File: config.mk
export PLATFORM = sky130hd
export DESIGN_NAME = scd_clock_divider
export DESIGN_NICKNAME = d
export VERILOG_FILES = /design/src/scd_pkg.sv /design/src/scd_clock_divider.sv /design/src/scd_sync3.sv
export SDC_FILE = /design/constraint.sdc
export NUM_CORES = 1
export LEC_CHECK = 0
export ABC_AREA = 1
export BUFFER_PORTS_ARGS = -buffer_cell sky130_fd_sc_hd__buf_2
export CAP_MARGIN = 20
export CORE_AREA = 3 3 64 78
export DETAILED_ROUTE_END_ITERATION = 10
export DIE_AREA = 0 0 67 81
export PLACE_DENSITY = 0.49
export SLEW_MARGIN = 20
export SYNTH_ARGS = -nofsm -noshare
export SYNTH_HDL_FRONTEND = slang
export SYNTH_SLANG_ARGS = --single-unit
File: constraint.sdc
create_clock -name mclk -period 1.95 [get_ports mclk]
set_input_delay 0.0975 -clock mclk [delete_from_list [all_inputs] [get_ports mclk]]
set_output_delay 0.0975 -clock mclk [all_outputs]
set_load 0.01 [all_outputs]
File: src/scd_pkg.sv
// constants of the smart card clock divider: ratio codes, command byte
// layout, reset values and timing figures.
// assumes a single 100 MHz system clock, mclk, in the using modules.
package scd_pkg;

  // system clock
  localparam int MCLK_MHZ = 100;
  localparam int MCLK_PERIOD_NS = 10;

  // reference input limit; the 3-flop sampler needs several mclk per phase
  localparam int REF_MAX_MHZ = 20;
  localparam int REF_MIN_SAMPLES = MCLK_MHZ / (2 * REF_MAX_MHZ);

  // ratio field codes, written as {ratio_select_lo, ratio_select_hi}
  localparam logic [1:0] RATIO_HOLD = 2'h0;
  localparam logic [1:0] RATIO_DIV1 = 2'h1;
  localparam logic [1:0] RATIO_DIV2 = 2'h2;
  localparam logic [1:0] RATIO_DIV4 = 2'h3;

  // serial command byte layout
  localparam int BYTE_BITS = 8;
  localparam int BIT_RATIO_LO = 0;
  localparam int BIT_RATIO_HI = 1;
  localparam int BIT_EDGE_FAST = 3;
  localparam int BIT_CARD_RST = 4;

  // longest delay of a ratio change, in reference pulses
  localparam int APPLY_MAX_PULSES = 4;

  // reset values
  localparam logic [1:0] RST_RATIO = RATIO_HOLD;
  localparam logic RST_EDGE_FAST = 1'b0;
  localparam logic RST_CARD_RST = 1'b0;
  localparam logic [7:0] RST_BYTE = 8'h00;
  localparam logic [1:0] RST_DIV_COUNT = 2'h0;
  localparam logic [3:0] RST_BIT_COUNT = 4'h0;

endpackage : scd_pkg

File: src/scd_clock_divider.sv
// smart card clock generator: divides the reference clock by 1, 2 or 4
// or holds the card clock low, as set by the serial command byte.
// assumes all pins but reset are asynchronous to mclk, the reference stays at or
// below 20 MHz and each serial clock phase lasts at least 4 mclk periods.

// How it works
// - codes 00 hold card clock low; 01, 10, 11 divide reference by 1, 2, 4.
// - a new ratio is taken only when the last divider stage starts a period.
// - a ratio change reaches the card clock within four reference pulses.
// - divide by one copies the reference; its duty cycle passes straight through.
// - slow or fast edge rate from the command byte, changeable at any time.
// - every accepted command byte drives card reset from its bit four.
// - command bits are shifted in only while chip select is low.
// - a full byte is latched and applied on the chip select rising edge.
module scd_clock_divider
  import scd_pkg::*;
(
  input wire logic mclk,
  input wire logic reset,
  input wire logic ref_clk_in,
  input wire logic spi_clk_in,
  input wire logic spi_mosi_in,
  input wire logic spi_cs_n_in,
  output logic card_clock_out,
  output logic card_reset_out,
  output logic slow_edge_rate,
  output logic fast_edge_rate,
  output logic ratio_pending
);

  logic ref_lvl;
  logic sclk_lvl;
  logic mosi_lvl;
  logic cs_n_lvl;

  scd_sync3 #(.INIT(1'b0)) u_sync_ref (
    .mclk(mclk),
    .reset(reset),
    .pin_in(ref_clk_in),
    .level_ff(ref_lvl)
  );

  scd_sync3 #(.INIT(1'b0)) u_sync_sclk (
    .mclk(mclk),
    .reset(reset),
    .pin_in(spi_clk_in),
    .level_ff(sclk_lvl)
  );

  scd_sync3 #(.INIT(1'b0)) u_sync_mosi (
    .mclk(mclk),
    .reset(reset),
    .pin_in(spi_mosi_in),
    .level_ff(mosi_lvl)
  );

  scd_sync3 #(.INIT(1'b1)) u_sync_cs (
    .mclk(mclk),
    .reset(reset),
    .pin_in(spi_cs_n_in),
    .level_ff(cs_n_lvl)
  );

  // edge detection on the filtered levels
  logic ref_prev_ff;
  logic sclk_prev_ff;
  logic cs_n_prev_ff;

  always_ff @(posedge mclk) begin
    if (reset) begin
      ref_prev_ff <= 1'b0;
      sclk_prev_ff <= 1'b0;
      cs_n_prev_ff <= 1'b1;
    end else begin
      ref_prev_ff <= ref_lvl;
      sclk_prev_ff <= sclk_lvl;
      cs_n_prev_ff <= cs_n_lvl;
    end
  end

  wire ref_rise = ref_lvl & ~ref_prev_ff;
  wire ref_fall = ~ref_lvl & ref_prev_ff;
  wire sclk_rise = sclk_lvl & ~sclk_prev_ff;
  wire cs_fall = ~cs_n_lvl & cs_n_prev_ff;
  wire cs_rise = cs_n_lvl & ~cs_n_prev_ff;

  // serial command receiver
  logic [7:0] shift_ff;
  logic [3:0] bit_cnt_ff;
  logic [7:0] nxt_shift;
  logic [3:0] nxt_bit_cnt;

  wire shift_en = sclk_rise & ~cs_n_lvl;
  wire byte_full = (bit_cnt_ff >= 4'(BYTE_BITS));
  // a frame holding several bytes applies the last eight bits seen
  wire latch_byte = cs_rise & byte_full;

  assign nxt_shift = cs_fall ? RST_BYTE :
                     shift_en ? {shift_ff[6:0], mosi_lvl} : shift_ff;
  assign nxt_bit_cnt = cs_fall ? RST_BIT_COUNT :
                       (shift_en & ~byte_full) ? bit_cnt_ff + 4'h1 :
                       bit_cnt_ff;

  always_ff @(posedge mclk) begin
    if (reset) begin
      shift_ff <= RST_BYTE;
      bit_cnt_ff <= RST_BIT_COUNT;
    end else begin
      shift_ff <= nxt_shift;
      bit_cnt_ff <= nxt_bit_cnt;
    end
  end

  // applied settings
  logic [1:0] ratio_req_ff;
  logic edge_fast_ff;
  logic card_rst_ff;

  wire [1:0] byte_ratio = {shift_ff[BIT_RATIO_LO], shift_ff[BIT_RATIO_HI]};

  always_ff @(posedge mclk) begin
    if (reset) begin
      ratio_req_ff <= RST_RATIO;
      edge_fast_ff <= RST_EDGE_FAST;
      card_rst_ff <= RST_CARD_RST;
    end else if (latch_byte) begin
      ratio_req_ff <= byte_ratio;
      edge_fast_ff <= shift_ff[BIT_EDGE_FAST];
      card_rst_ff <= shift_ff[BIT_CARD_RST];
    end
  end

  // divider; the count advances on reference rises, 1 starts a high phase
  logic [1:0] ratio_act_ff;
  logic [1:0] div_cnt_ff;
  logic [1:0] nxt_ratio_act;
  logic [1:0] nxt_div_cnt;
  logic nxt_card_clock;

  // swap only while the card clock is low and a period is about to begin,
  // so no half period is ever cut short
  wire at_boundary = (div_cnt_ff == RST_DIV_COUNT) |
                     (ratio_act_ff == RATIO_HOLD);
  wire apply_ratio = ref_fall & at_boundary &
                     (ratio_req_ff != ratio_act_ff);
  wire [1:0] cnt_step = (ratio_act_ff == RATIO_DIV2) ?
                        {1'b0, ~div_cnt_ff[0]} : div_cnt_ff + 2'h1;
  wire cnt_run = (ratio_act_ff == RATIO_DIV2) |
                 (ratio_act_ff == RATIO_DIV4);

  assign nxt_ratio_act = apply_ratio ? ratio_req_ff : ratio_act_ff;
  assign nxt_div_cnt = apply_ratio ? RST_DIV_COUNT :
                       (ref_rise & cnt_run) ? cnt_step : div_cnt_ff;

  // high for counts 1 and 2 at divide by four, count 1 at divide by two
  always_comb begin
    case (ratio_act_ff)
      RATIO_HOLD: nxt_card_clock = 1'b0;
      RATIO_DIV1: nxt_card_clock = ref_lvl;
      RATIO_DIV2: nxt_card_clock = div_cnt_ff[0];
      RATIO_DIV4: nxt_card_clock = div_cnt_ff[0] ^ div_cnt_ff[1];
      default: nxt_card_clock = 1'b0;
    endcase
  end

  always_ff @(posedge mclk) begin
    if (reset) begin
      ratio_act_ff <= RST_RATIO;
      div_cnt_ff <= RST_DIV_COUNT;
    end else begin
      ratio_act_ff <= nxt_ratio_act;
      div_cnt_ff <= nxt_div_cnt;
    end
  end

  // outputs, all registered
  always_ff @(posedge mclk) begin
    if (reset) begin
      card_clock_out <= 1'b0;
      card_reset_out <= RST_CARD_RST;
      fast_edge_rate <= RST_EDGE_FAST;
      slow_edge_rate <= ~RST_EDGE_FAST;
      ratio_pending <= 1'b0;
    end else begin
      card_clock_out <= nxt_card_clock;
      card_reset_out <= card_rst_ff;
      fast_edge_rate <= edge_fast_ff;
      slow_edge_rate <= ~edge_fast_ff;
      ratio_pending <= (ratio_req_ff != nxt_ratio_act);
    end
  end

  // helper: reference pulses seen while a ratio change waits
  logic [2:0] wait_pulses_ff;

  always_ff @(posedge mclk) begin
    if (reset) begin
      wait_pulses_ff <= 3'h0;
    end else if (ratio_req_ff == ratio_act_ff || latch_byte) begin
      // a fresh request restarts the allowance of four pulses
      wait_pulses_ff <= 3'h0;
    end else if (ref_fall && wait_pulses_ff != 3'h7) begin
      wait_pulses_ff <= wait_pulses_ff + 3'h1;
    end
  end
endmodule : scd_clock_divider

File: src/scd_sync3.sv
// three-flop sampler for one pin that is asynchronous to mclk.
// assumes the pin holds each level for at least two mclk periods.
module scd_sync3 #(
  parameter logic INIT = 1'b0
) (
  input wire logic mclk,
  input wire logic reset,
  input wire logic pin_in,
  output logic level_ff
);

  logic s1_ff;
  logic s2_ff;
  logic s3_ff;

  // s1 feeds s2 only; the filter looks at the later two stages
  always_ff @(posedge mclk) begin
    if (reset) begin
      s1_ff <= INIT;
      s2_ff <= INIT;
      s3_ff <= INIT;
      level_ff <= INIT;
    end else begin
      s1_ff <= pin_in;
      s2_ff <= s1_ff;
      s3_ff <= s2_ff;
      if (s2_ff == s3_ff) begin
        level_ff <= s3_ff;
      end
    end
  end

endmodule : scd_sync3

==> flow_metrics.py <==
metrics = {
    "setup_path": {
        "path_cells": "inv_1 -> ha_1 -> nand3_1 -> o21ai_0 -> inv_1 -> nor2_1",
        "path_common_cell": "inv_1",
        "crit_path_top_delay_cell": "dfxtp_1",
        "path_class": "reg2reg",
        "end_kind": "register",
        "arrival_ns": 1.39,
        "crit_fanout": 3,
        "cp-start-kind": "register",
        "cp.required_ns": 2.18,
        "max_stage_delay_ns": 0.38,
    },
    "die": {
        "die_area_um2": 5430,
        "design.core.area_um2": 4290,
        "die_h_um": 81,
        "io_pins": 11,
        "die_width_um": 67,
        "start_util_pct": 34.9,
        "num_rows": 26,
    },
    "flow_run": {
        "cap_violations": 0,
    },
    "clock_network": {
        "cts.sinks": 41,
        "htreeDepth": 2,
        "clk_path_buf_depth": 2,
        "post_cts_resized": 0,
        "clk_latency_ns": 0.29,
        "clock-root-buffer": "clkbuf_8",
        "cts_buffers": 5,
        "cts_tree": "built",
        "clk_pin_slew_ns": 0.07,
    },
    "timing": {
        "maxSlewViolCount": 0,
        "fin_hold_ws_ns": 0.00677,
        "hold_violations": 0,
        "max_slew.worst_pin.slew_ns": 0.407,
        "finalSetupTns_ns": 0,
        "timing.final.crit_share_pct": 59.6,
        "fin_skew_ns": 0.00303,
        "rsz0062_at_grt": "no",
        "slew_headroom_pct": 72.9,
        "setup_violations": 0,
        "fmax_mhz": 861,
        "fin_crit_ns": 1.16,
    },
    "placement": {
        "hpwlAfterDp_um": 1740,
        "dp.cells": 247,
        "io_buffers": 10,
        "gp_congestion": 0.732,
    },
    "routing": {
        "first_pass_iters": 3,
        "via_per_inst": 4.31,
        "wl_um": 2430,
        "postRouteAntennaNets": 0,
        "post-route-drc-count": 0,
        "wire_per_inst_um": 9.46,
        "via_count": 1108,
        "drt-initial-drc-count": 48,
    },
    "global_routing": {
        "grt.busiest_layer": "met2",
        "use_met1_pct": 11.6,
        "grt.total_usage_pct": 10.9,
        "grtUsageMet2_pct": 17.8,
        "grt_overflow": 0,
        "grt_pass1_vias": 1029,
        "antenna_found_initial": 0,
        "grt_pass1_wl_um": 4330,
        "grt_max_degree": 21,
        "use_met3_pct": 4.15,
    },
    "final_layout": {
        "drive_gt1_share_pct": 16.4,
        "nNetsFinal": 209,
        "final_common_cell": "dfxtp_1",
        "diodes": 0,
        "fin_cells": 257,
        "fill_cells": 487,
        "most-common-layout-cells": "dfxtp_1, nor2_1, nand2_1",
        "areaGrowthSynthToFinish_pct": 17.3,
    },
    "worst_hold_path": {
        "hold_path_class": "in2reg",
    },
    "outcome": {
        "status": "complete, no violations",
    },
    "logic_synthesis": {
        "ys_ff_latch": 41,
        "ys_seq_area_share_pct": 54.8,
        "synth_cells": 183,
        "postSynthAreaPerCell_um2": 8.19,
        "synth_warnings": 0,
        "yosysUniqueCellTypes": 21,
        "syn_nets": 192,
        "synthesis.area_um2": 1500,
    },
    "pwr": {
        "ir_worst_vdd_uv": 422,
        "power_mw": 1.68,
        "p_per_area_nw_per_um2": 955,
        "leakagePower_nw": 0.699,
    },
}
==> layer usage <==
metal	wire length [um]	vias up
li1	-	590
met1	1060	504
met2	1230	8
met3	76	6
met4	63	0
met5	0	-
==> cell usage after synthesis (all sizes together) <==
library cell / n / area [um^2]
or2: 3 / 18.8
nand3: 4 / 32.5
inv: 30 / 113
o211ai: 1 / 7.51
clkinv: 1 / 8.76
nand3b: 1 / 7.51
dfxtp: 41 / 821
nand2: 33 / 129
o21ai: 9 / 45.0
nor3b: 1 / 12.5
xor2: 2 / 17.5
a21oi: 16 / 83.8
buf: 2 / 15.0
nor2: 36 / 150
ha: 3 / 37.5
==> sequential cells by signal, indices dropped and copies added, names as in the netlist, 2 cells and up <==
signal / flops
bit_cnt_ff: 4
div_cnt_ff: 2
ratio_act_ff: 2
ratio_req_ff: 2
shift_ff: 5
==> final timing paths <==
path	startpoint	endpoint	slack, ns	depth (start not counted)
setup / recovery	div_cnt_ff[0]$_SDFFE_PP0P_	div_cnt_ff[1]$_SDFFE_PP0P_	0.79	6
hold / removal	ref_clk_in	u_sync_ref.s1_ff$_SDFF_PP0_	0.007	3
setup reg to reg	div_cnt_ff[0]$_SDFFE_PP0P_	div_cnt_ff[1]$_SDFFE_PP0P_	0.79	6
hold reg to reg	u_sync_ref.s1_ff$_SDFF_PP0_	u_sync_ref.s2_ff$_SDFF_PP0_	0.40	2
==> power breakdown <==
group	total, mW	leakage (nW)	internal [mW]	switching, mW
logic	0.0375	0.298	0.0151	0.0224
registers	0.851	0.332	0.847	0.00407
clock network	0.790	0.0681	0.508	0.282
total	1.68	0.699	1.37	0.309
==> repair_timing <==
action	in CTS	in global routing
hold endpoints to repair	2	0
hold buffers	2	0
setup buffers	0	0
==> per-stage QoR <==
step                instance area, um^2  util [%]  setup slack, ns
finish                             1760      40.9            0.788
global placement                   1600      37.4            0.887
detailed placement                 1600      37.4            0.794
floorplan                          1500         -            0.915
CTS                                1760      40.9            0.778
global route                       1760      40.9            0.620
==> logic make-up (layout without fill, tap and decap cells) <==
kind of cell / Yosys count / after routing / share of synthesized area, %
AND/OR/NAND/NOR: 78 / 78 / 23.4
adder cells (fa/ha/maj): 3 / 3 / 2.50
flip-flops: 41 / 41 / 54.8
buffers and inverters: 33 / 51 / 9.10
AO/OA/AOI/OAI: 26 / 26 / 9.10
XOR/XNOR: 2 / 2 / 1.17
==> cell type report <==
class / instances / area [um^2] / share of cell area [%]
flip-flops and latches: 41 / 821 / 46.7
repair buffers: 12 / 70.1 / 3.99
clock inverters: 3 / 65.1 / 3.70
multi-input cells: 109 / 542 / 30.8
clock buffers: 5 / 68.8 / 3.91
well taps: 56 / 70.1 / 3.99
inverters: 31 / 121 / 6.90
==> critical path, delay by kind of cell (launching register included) <==
family	cells	cell delay [ns]
flops	1	0.38
buf+inv	2	0.12
fa+ha+maj	1	0.27
simple gates	2	0.17
compound gates	1	0.16
Power figures use the tool's default switching activity.
